<file path="src/hdl/clock_manager_map.svh">
// Overview of operation
// - Output clocks are delayed by phase setting over 256 times the reference period.
// - The phase setting accepts any signed value from -255 to +255 at any frequency.
// - The applied shift is limited to what the delay line can reach.
// - Reachable shift is the full line span in fixed mode and half of it in variable mode.
// - In variable mode the zero-skew point sits at the middle of the line span, tap SPAN/2.
// - In fixed mode the phase setting is frozen once locked; either sign is reachable.
// - High-frequency mode stops the doubled and quarter-phase outputs.
// - Bit 1 of the control register picks low- or high-frequency operation.
`ifndef CLOCK_MANAGER_MAP_SVH
`define CLOCK_MANAGER_MAP_SVH
`define CM_ADDR_CTRL 8'h00
`define CM_ADDR_PHASE 8'h04
`define CM_ADDR_STATUS 8'h08
`define CM_CTRL_VAR_BIT 0
`define CM_CTRL_HF_BIT 1
`define CM_CTRL_EN_BIT 2
`define CM_PHASE_DEN_SHIFT 8
`define CM_PHASE_MAX 255
`define CM_PHASE_RESET 9'sh000
`define CM_CTRL_RESET 3'h0
`endif

</file>
<file path="src/hdl/clock_manager_pkg.sv">
package clock_manager_pkg;
   // lock progress, one-hot
   typedef enum logic [2:0] {
      ST_IDLE = 3'b001,
      ST_MEAS = 3'b010,
      ST_LOCK = 3'b100
   } lock_e;
endpackage

</file>
<file path="src/hdl/clock_manager_phase_shift.sv">
`timescale 1ns/10ps
`include "clock_manager_map.svh"
module clock_manager_phase_shift
   import clock_manager_pkg::*;
#(
   parameter int LINE = 128,
   parameter int SPAN = 64,
   parameter int FX_DIV = 3
) (
   input wire logic i_clk,
   input wire logic i_rst,
   input wire logic i_psel,
   input wire logic i_penable,
   input wire logic i_pwrite,
   input wire logic [7:0] i_paddr,
   input wire logic [31:0] i_pwdata,
   output logic [31:0] o_prdata,
   output logic o_pready,
   output logic o_pslverr,
   input wire logic i_input_reference_clock,
   input wire logic i_feedback_clock_input,
   output logic o_zero_degree_output,
   output logic o_half_cycle_output,
   output logic o_quarter_cycle_output,
   output logic o_three_quarter_cycle_output,
   output logic o_doubled_output,
   output logic o_doubled_inverted_output,
   output logic o_divided_output,
   output logic o_synthesized_output,
   output logic o_synthesized_inverted_output
);
   localparam int MID = SPAN / 2;

   // elaboration check
   if (LINE != 128 || SPAN < 2 || SPAN > 127 || FX_DIV < 1 || FX_DIV > 15) begin : g_bad
      $error("clock_manager_phase_shift: unsupported parameters");
   end

   typedef struct packed {
      logic [1:0] ref_sync;
      logic [1:0] fb_sync;
      logic ref_prev;
      logic [LINE-1:0] line;
      logic [7:0] cnt;
      logic [7:0] period;
      lock_e st;
      logic mode_var;
      logic freq_high;
      logic en;
      logic signed [8:0] phase;
      logic signed [9:0] shift;
      logic sat;
      logic [6:0] tap;
      logic zero;
      logic quarter;
      logic three;
      logic div;
      logic fx;
      logic [3:0] fx_cnt;
      // output copies, so that every pin leaves a flop
      logic half;
      logic quarter_out;
      logic three_out;
      logic dbl;
      logic dbl_inv;
      logic fx_inv;
      logic ready;
      logic slverr;
      logic [31:0] prdata;
   } state_s;

   state_s s_q, s_d;

   // clamp a signed tap index into the delay line
   function automatic logic [6:0] clamp_tap(input logic signed [10:0] v);
      if (v < 0) begin
         return 7'h00;
      end else if (v > 11'sd127) begin
         return 7'h7f;
      end
      return v[6:0];
   endfunction

   // saturate a shift to +-lim instead of wrapping
   function automatic logic signed [9:0] sat_shift(input logic signed [9:0] v,
                                                   input logic signed [9:0] lim);
      if (v > lim) begin
         return lim;
      end else if (v < -lim) begin
         return -lim;
      end
      return v;
   endfunction

   // saturate a written word into the phase range
   function automatic logic signed [8:0] sat_phase(input logic signed [31:0] w);
      if (w > `CM_PHASE_MAX) begin
         return 9'sd255;
      end else if (w < -`CM_PHASE_MAX) begin
         return -9'sd255;
      end
      return w[8:0];
   endfunction

   logic rise;
   logic signed [17:0] prod;
   logic signed [9:0] raw;
   logic signed [9:0] lim;
   logic signed [10:0] base;
   logic [7:0] per_q4;
   logic [7:0] per_3q4;
   logic setup;
   logic access;
   logic hit;
   logic zero_rise;

   // next-state logic for the whole block
   always_comb begin
      s_d = s_q;
      s_d.ref_sync = {s_q.ref_sync[0], i_input_reference_clock};
      s_d.fb_sync = {s_q.fb_sync[0], i_feedback_clock_input};
      s_d.ref_prev = s_q.ref_sync[1];
      s_d.line = {s_q.line[LINE-2:0], s_q.ref_sync[1]};
      rise = s_q.ref_sync[1] & ~s_q.ref_prev;

      // period of the reference in system cycles
      if (rise) begin
         s_d.cnt = 8'h01;
         s_d.period = s_q.cnt;
      end else if (s_q.cnt != 8'hff) begin
         s_d.cnt = s_q.cnt + 8'h01;
      end

      // lock sequencing
      unique case (s_q.st)
         ST_IDLE: begin
            if (s_q.en) begin
               s_d.st = ST_MEAS;
            end
         end
         ST_MEAS: begin
            if (!s_q.en) begin
               s_d.st = ST_IDLE;
            end else if (rise && s_q.period != 8'h00) begin
               s_d.st = ST_LOCK;
            end
         end
         ST_LOCK: begin
            if (!s_q.en) begin
               s_d.st = ST_IDLE;
            end
         end
      endcase

      // shift = phase/256 * period, limited by the line span
      prod = s_q.phase * $signed({1'b0, s_q.period});
      raw = prod[17:8];
      lim = s_q.mode_var ? 10'(MID) : 10'(SPAN);
      s_d.shift = sat_shift(raw, lim);
      s_d.sat = (raw > lim) || (raw < -lim);
      if (s_q.mode_var) begin
         base = 11'(MID) + 11'(s_d.shift);
      end else if (s_d.shift >= 0) begin
         base = 11'(s_d.shift);
      end else begin
         base = $signed({3'b000, s_q.period}) + 11'(s_d.shift);
      end
      s_d.tap = clamp_tap(base);
      per_q4 = {2'b00, s_q.period[7:2]};
      per_3q4 = per_q4 + {1'b0, s_q.period[7:1]};

      // tapped clock outputs, gated until locked
      if (s_q.st == ST_LOCK) begin
         s_d.zero = s_q.line[s_q.tap];
         s_d.quarter = s_q.line[clamp_tap(11'(s_q.tap) + 11'(per_q4))];
         s_d.three = s_q.line[clamp_tap(11'(s_q.tap) + 11'(per_3q4))];
      end else begin
         s_d.zero = 1'b0;
         s_d.quarter = 1'b0;
         s_d.three = 1'b0;
      end
      zero_rise = s_d.zero & ~s_q.zero;
      if (s_q.st != ST_LOCK) begin
         s_d.div = 1'b0;
         s_d.fx = 1'b0;
         s_d.fx_cnt = 4'h0;
      end else if (zero_rise) begin
         s_d.div = ~s_q.div;
         if (s_q.fx_cnt == 4'(FX_DIV - 1)) begin
            s_d.fx_cnt = 4'h0;
            s_d.fx = ~s_q.fx;
         end else begin
            s_d.fx_cnt = s_q.fx_cnt + 4'h1;
         end
      end

      // apb slave: answer prepared in setup, given in access
      setup = i_psel & ~i_penable;
      access = i_psel & i_penable & s_q.ready;
      hit = (i_paddr == `CM_ADDR_CTRL) || (i_paddr == `CM_ADDR_PHASE)
         || (i_paddr == `CM_ADDR_STATUS);
      s_d.ready = setup;
      if (setup) begin
         s_d.slverr = ~hit;
         s_d.prdata = 32'h0;
         if (!i_pwrite) begin
            unique case (i_paddr)
               `CM_ADDR_CTRL: s_d.prdata = {29'h0, s_q.en, s_q.freq_high, s_q.mode_var};
               `CM_ADDR_PHASE: s_d.prdata = 32'(s_q.phase);
               `CM_ADDR_STATUS: s_d.prdata = {8'h00, 1'b0, s_q.tap, s_q.period,
                  5'h00, s_q.fb_sync[1], s_q.sat, s_q.st == ST_LOCK};
               default: s_d.prdata = 32'h0;
            endcase
         end
      end else if (access) begin
         s_d.slverr = 1'b0;
      end
      if (access && i_pwrite) begin
         if (i_paddr == `CM_ADDR_CTRL) begin
            s_d.mode_var = i_pwdata[`CM_CTRL_VAR_BIT];
            s_d.freq_high = i_pwdata[`CM_CTRL_HF_BIT];
            s_d.en = i_pwdata[`CM_CTRL_EN_BIT];
         end
         if (i_paddr == `CM_ADDR_PHASE && (s_q.mode_var || s_q.st != ST_LOCK)) begin
            s_d.phase = sat_phase(i_pwdata);
         end
      end

      // derived outputs from the next state, so pins match the tapped bits
      s_d.half = (s_d.st == ST_LOCK) & ~s_d.zero;
      s_d.quarter_out = s_d.quarter & ~s_d.freq_high;
      s_d.three_out = s_d.three & ~s_d.freq_high;
      s_d.dbl = (s_d.zero ^ s_d.quarter) & ~s_d.freq_high;
      s_d.dbl_inv = ~(s_d.zero ^ s_d.quarter) & ~s_d.freq_high & (s_d.st == ST_LOCK);
      s_d.fx_inv = (s_d.st == ST_LOCK) & ~s_d.fx;
   end

   // state register
   always_ff @(posedge i_clk) begin
      if (i_rst) begin
         s_q <= '0;
         s_q.st <= ST_IDLE;
         s_q.phase <= `CM_PHASE_RESET;
         {s_q.en, s_q.freq_high, s_q.mode_var} <= `CM_CTRL_RESET;
      end else begin
         s_q <= s_d;
      end
   end

   // outputs straight from flops
   assign o_prdata = s_q.prdata;
   assign o_pready = s_q.ready;
   assign o_pslverr = s_q.slverr;
   assign o_zero_degree_output = s_q.zero;
   assign o_half_cycle_output = s_q.half;
   assign o_quarter_cycle_output = s_q.quarter_out;
   assign o_three_quarter_cycle_output = s_q.three_out;
   assign o_doubled_output = s_q.dbl;
   assign o_doubled_inverted_output = s_q.dbl_inv;
   assign o_divided_output = s_q.div;
   assign o_synthesized_output = s_q.fx;
   assign o_synthesized_inverted_output = s_q.fx_inv;
endmodule // clock_manager_phase_shift

</file>
<file path="config.mk">
export PLATFORM = sky130hd
export DESIGN_NAME = clock_manager_phase_shift
export DESIGN_NICKNAME = d
export VERILOG_FILES = /design/src/hdl/clock_manager_pkg.sv /design/src/hdl/clock_manager_phase_shift.sv
export VERILOG_INCLUDE_DIRS = /design/src /design/src/hdl
export SDC_FILE = /design/constraint.sdc
export NUM_CORES = 1
export LEC_CHECK = 0
export BUFFER_PORTS_ARGS = -buffer_cell sky130_fd_sc_hd__buf_2
export CORE_ASPECT_RATIO = 2
export CORE_UTILIZATION = 50
export CTS_BUF_LIST = sky130_fd_sc_hd__clkbuf_4
export DETAILED_ROUTE_END_ITERATION = 8
export GPL_TIMING_DRIVEN = 0
export PLACE_DENSITY_LB_ADDON = 0.3
export SLEW_MARGIN = 25
export SYNTH_ARGS = -nofsm -noshare
export SYNTH_HDL_FRONTEND = slang
export SYNTH_SLANG_ARGS = --single-unit
</file>
<file path="constraint.sdc">
create_clock -name i_clk -period 12.82 [get_ports i_clk]
set_input_delay 0.641 -clock i_clk [delete_from_list [all_inputs] [get_ports i_clk]]
set_output_delay 0.641 -clock i_clk [all_outputs]
set_load 0.02 [all_outputs]
</file>
# Word level (Yosys, flattened, before mapping)
# Index checks and enable logic that the tools add are counted.
[classes]
addsub = 8
multipliers = 1
magnitude_cmp = 14
eq_ne = 9
mux = 59
bitwise = 23
reduce_logical = 15
[ops]
columns = ["operator", "count"]
rows = [
  ["one-hot mux 32 bit (3 select lines)", 1],
  ["2-to-1 mux 7 bit", 12],
  ["2-to-1 mux 9 bit", 4],
  ["2-to-1 mux 11 bit", 3],
  ["> comparator 32 x 9 -> 1 bit, second input constant", 1],
  ["less-than comparator 32 x 9 -> 1 bit, second input constant", 1],
  ["2-to-1 mux 32 bit", 1],
  ["2-to-1 mux 10 bit", 3],
  ["less-than comparator 7 x 8 -> 1 bit, second input constant", 3],
  ["2-to-1 mux 1 bit", 22],
  ["binary-select mux 1 bit (select 7 bit)", 3],
  ["multiplier 9 x 9 -> 18 bit", 1],
  ["2-to-1 mux 3 bit", 5],
  ["AND 1 bit", 12],
  ["adder 7 x 10 -> 11 bit, first input constant", 1],
  ["adder 9 x 10 -> 11 bit", 1],
  ["> comparator 11 x 8 -> 1 bit, second input constant", 1],
  ["less-than comparator 11 x 1 -> 1 bit, second input constant", 1],
  [">= comparator 10 x 1 -> 1 bit, second input constant", 1],
  ["> comparator 10 x 8 -> 1 bit", 1],
  ["less-than comparator 10 bit", 1],
  ["2-to-1 mux 5 bit", 2],
  ["negation 7 -> 10 bit", 1],
  ["inverter 1 bit", 10],
  ["other kinds (28)", 37],
]
[word_totals]
reg_bits = 219
output_inout_bits = 43

# Logic depth before layout (Yosys ltp)
[depth]
depth_word = 16
ltp_mapped = 48
ltp_nobuf = 44

# Least setup slack after synthesis
# Ideal clock, no wire load.
[synth_path]
path_type = "register to register"
start = "register s_q (netlist bit per_q4[1])"
end = "register s_q[49] (netlist name)"
setup_time_ps = 120
t_arrival_ps = 10144
required_ps = 12700
path_slack_ps = 2556
stages_incl_launch_ff = 46
synth_period_minus_slack_ps = 10264
path_cell_list = "dfxtp_1 clkbuf_1 clkbuf_1 nand2_1 fa_1 inv_1 fa_1 fa_1 inv_1 fa_1 inv_1 ha_1 buf_2 and4_1 and3_1 a21oi_1 and2_1 nor2b_1 [... 10 more ...] inv_1 ha_1 or4b_2 o211ai_1 maj3_1 a21oi_1 nor2_1 a21oi_1 or3_1 nor2_1 o21ai_1 a211o_1 ha_1 or3_1 a21oi_1 o311ai_1 or2_1 o31a_1"
[synth_via]
elab_chain_cells = 12
elab_cells_between_ends = 18
cone_classes = "add/sub: 2; mul: 1; order compare: 5; mux: 10"
[synth_rtl]
columns = ["item", "line", "rtl"]
rows = [
  ["start: declaration", "clock_manager_phase_shift.sv:72", "state_s s_q, s_d;"],
  ["multiplier 9 x 9 -> 18 bit", "clock_manager_phase_shift.sv:156", "prod = s_q.phase * $signed({1'b0, s_q.period});"],
  ["less-than comparator 10 bit", "clock_manager_phase_shift.sv:89", "end else if (v < -lim) begin"],
  ["2-to-1 mux 1 bit", "clock_manager_phase_shift.sv:89", ""],
  ["2-to-1 mux 1 bit", "clock_manager_phase_shift.sv:87", "if (v > lim) begin"],
  ["2-to-1 mux 10 bit", "clock_manager_phase_shift.sv:92", "return v;"],
  ["adder 9 x 10 -> 11 bit or >= comparator 10 x 1 -> 1 bit (tied branches)", "clock_manager_phase_shift.sv:166, clock_manager_phase_shift.sv:163", ""],
  ["2-to-1 mux 11 bit", "clock_manager_phase_shift.sv:163", "end else if (s_d.shift >= 0) begin"],
  ["2-to-1 mux 11 bit (*)", "clock_manager_phase_shift.sv:161", "if (s_q.mode_var) begin"],
  ["> comparator 11 x 8 -> 1 bit", "clock_manager_phase_shift.sv:78", "end else if (v > 11'sd127) begin"],
  ["2-to-1 mux 1 bit", "clock_manager_phase_shift.sv:78", ""],
  ["2-to-1 mux 1 bit", "clock_manager_phase_shift.sv:76", "if (v < 0) begin"],
  ["2-to-1 mux 7 bit (*)", "clock_manager_phase_shift.sv:81", "return v[6:0];"],
]
# Every way passes the cells marked *; elsewhere a longest branch is shown, timed or not.
# A chain may end at the register's enable or synchronous reset.

# Worst setup path in the final report
[layout_path]
start = "register s_q (netlist bit per_q4[0])"
end = "register s_q[50] (netlist name)"
# Same word-level chain as after synthesis.

==> results.json <==
{
  "cts_max_path_buffers": 3,
  "wl_per_cell_microns": 23.5,
  "nets": 2003,
  "ys_seq_area_frac": 0.282,
  "yosys_most_used_dff": "dfxtp_1",
  "first_iter_violations": 866,
  "p_per_area_nw_per_um2": 76.3,
  "switching_share": 0.240,
  "drtAntennaViolNets": 0,
  "crit_type": "reg2reg",
  "syn_area_per_cell_sq_um": 8.81,
  "tns_ns": 0,
  "start_util": 0.507,
  "crit_required_ns": 13.37,
  "switchingPower_w": 0.000303,
  "vias_per_cell": 6.10,
  "grt_pass1_vias": 14039,
  "min_path_cells": 2,
  "skew_ns": 0.0254,
  "clockRootBuffer": "clkbuf_4",
  "slew_headroom": 0.282,
  "cpPeakStageDelay_ns": 0.68,
  "dpl.hpwl_mm": 40.2,
  "finalSetupViolations": 0,
  "holdBufCountCts": 0,
  "drc_errors": 0,
  "rows": 89,
  "max_cap_violations": 0,
  "io_pins": 90,
  "cts_tree": "done",
  "max_freq_ghz": 0.0828,
  "report.final.slew_viol_count": 0,
  "cts_setup_buffers": 0,
  "p_clk_frac": 0.442,
  "grt_max_degree": 13,
  "hold_class": "in2reg",
  "htree_levels": 2,
  "synth_edf_count": 0,
  "die_w_microns": 124,
  "gp_congestion": 1.09,
  "coreArea_sq_um": 29400,
  "synth_top_area_share": 0.282,
  "dieArea_sq_um": 30600,
  "outcome": "complete, no violations",
  "ys_ff_latch": 210,
  "worst_slew_pin_slew_ns": 1.08,
  "ir_worst_vdd_uv": 74.5,
  "ys_types": 83,
  "synth_top_cell_by_area": "dfxtp_1",
  "port_buffers": 87,
  "synth_cells": 1693,
  "cts_buffers": 46,
  "startpoint_type": "flip-flop",
  "grt_first_pass_wirelength_mm": 78.6,
  "endpoint_kind": "flip-flop",
  "worst-path-max-fanout": 10,
  "synth_commonest_cells": "dfxtp_1, nand2_1, nor2b_1, nor2_1, inv_1",
  "cp_slowest_cell": "fa_1",
  "synth_nets": 1864,
  "antenna_found_initial": 3,
  "synth_warnings": 0,
  "vias": 13580,
  "r2r_cells": 46,
  "synth_area_leaders": "dfxtp_1, fa_1, mux2i_1, mux4_2, nor2b_1",
  "timing.hold.ws_ns": 0.204,
  "dr.pass1.iters": 6,
  "die_h_microns": 246,
  "yosys.cell_count.top_type": "dfxtp_1",
  "async_flop_share": 0,
  "syn_to_final_growth_pct": 10.8,
  "critPathBufInv": 10,
  "combPwrFrac": 0.037,
  "pwr-share-seq": 0.521,
  "clkSinkCount": 210,
  "clk_latency_ns": 0.69,
  "clkSlewWorstSetupHoldPaths_ns": 0.07,
  "min_period_ns": 12.07,
  "track_usage": 0.353,
  "finalHoldViolations": 0,
  "path_depth": 46,
  "critPathMostFrequentCell": "inv_1",
  "gr-total-overflow": 0,
  "cpLargestDelayFamily": "adder cells",
  "finalCritPeriodShare": 0.942,
  "p_int_w": 0.000958,
  "power.static_leakage_nw": 7.07,
  "rsz0062_at_grt": "no",
  "wl_mm": 52.2,
  "arrival_ns": 12.62,
  "netlist_area_sq_um": 14900,
  "drive_above_1_share": 0.155
}
## metrics by stage
stage / instance area (sq um) / total power [W] / utilization / setup WS (ns) / std cells
2_1_floorplan: 14900 / 0.000694 / - / 2.56 / 1693
3_3_place_gp: 15800 / 0.000716 / 0.538 / 0.270 / 2144
3_5_place_dp: 15900 / 0.000718 / 0.540 / 0.152 / 2148
4_1_cts: 16500 / 0.00127 / 0.561 / 0.102 / 2224
5_1_grt: 16500 / 0.00131 / 0.562 / 0.208 / 2225
6_report: 16500 / 0.00126 / 0.562 / 0.750 / 2226
## sequential cells by signal (all words and copies together) (netlist names)
| register | cells |
|---|---|
| per_q4 | 6 |
| o_three_quarter_cycle_output | 1 |
| o_quarter_cycle_output | 1 |
| s_q | 39 |
| o_pslverr | 1 |
| o_doubled_inverted_output | 1 |
| o_divided_output | 1 |
| o_pready | 1 |
| o_half_cycle_output | 1 |
| o_prdata | 24 |
| o_synthesized_inverted_output | 1 |
| o_zero_degree_output | 1 |
| s_d | 130 |
| o_synthesized_output | 1 |
| o_doubled_output | 1 |
## layout make-up
type,count,area (sq um)
plain buffers,133,651
multi-input cells,1232,9690
well taps,364,455
clock inverters,12,130
inverters,118,443
fillers,2792,12900
diodes,2,5.00
clock buffers,64,480
flip-flops and latches,210,4200
repair buffers,91,460
## what timing repair did
item | CTS | global route
resized for setup | 0 | 13
setup endpoints to repair | 0 | 7
hold endpoints to repair | 0 | 0
## path summary, 6_finish.rpt
| path | slack, ns | end | startpoint |
|---|---|---|---|
| worst max-delay path | 0.75 | s_q[50]$_SDFF_PP0_ | per_q4[0]$_SDFFE_PP0P_ |
| worst min-delay path | 0.20 | s_d[228]$_SDFF_PP0_ | i_feedback_clock_input |
| worst max register to register | 0.75 | s_q[50]$_SDFF_PP0_ | per_q4[0]$_SDFFE_PP0P_ |
| worst min register to register | 0.46 | s_d[98]$_SDFF_PP0_ | s_d[230]$_SDFF_PP0_ |
## metal layers
metal	global-route usage	routed length (microns)	up-vias
met1	0.313	16000	6482
met3	0.0639	2920	311
met5	0	0	-
met4	0.347	5790	0
met2	0.634	27500	641
li1	-	-	6146
## worst reg2reg max path, delay by kind of cell, from the launching register on
family | cells | cell delay [ns]
AOI/OAI and AO/OA | 12 | 2.53
xor gates and xnor gates | 1 | 0.16
adders and majority gates | 9 | 3.57
buffers and inverters | 10 | 1.63
DFF | 1 | 0.41
muxes | 1 | 0.26
and+or+nand+nor | 13 | 3.40
## kinds of logic (layout without fill, tap and decap cells)
| group | Yosys count | in the layout | share of synthesized area |
|---|---|---|---|
| buf+inv | 251 | 418 | 0.0725 |
| flops | 210 | 210 | 0.282 |
| xor+xnor | 35 | 35 | 0.0216 |
| other cells | 0 | 2 | 0 |
| simple gates | 631 | 631 | 0.215 |
| compound gates | 290 | 290 | 0.131 |
| fa+ha+maj | 125 | 125 | 0.138 |
| mux | 151 | 151 | 0.140 |
## cells in the final DEF, fill, tap and decap left out, drive strengths merged, types with 6 or more instances in the layout
master / count
o22ai: 6
nor3: 19
xnor2: 25
o31ai: 6
a22oi: 21
fa: 67
a2111oi: 8
mux2: 6
nor2b: 139
a21oi: 96
a32oi: 7
nand4: 17
nor4: 17
clkbuf: 143
inv: 118
o21ai: 37
a21o: 11
mux4: 44
buf: 145
and2: 44
a221oi: 15
dfxtp: 210
nand2b: 11
ha: 57
mux2i: 101
a31oi: 15
nand3: 33
o211ai: 10
nor3b: 8
or3: 10
nor2: 119
a211oi: 11
clkinv: 8
nand2: 180
and3: 11
xor2: 10
## power by group through the flow
stage / combinational (W) / clock (W) / sequential [W]
CTS: 0.0000459 / 0.000571 / 0.000656
global placement: 0.0000447 / 0 / 0.000672
finish: 0.0000469 / 0.000557 / 0.000657
detailed placement: 0.0000458 / 0 / 0.000672
global route: 0.0000505 / 0.000601 / 0.000657
floorplan: 0.0000232 / 0 / 0.000671
Note: power is estimated with default switching activity, not from simulation.
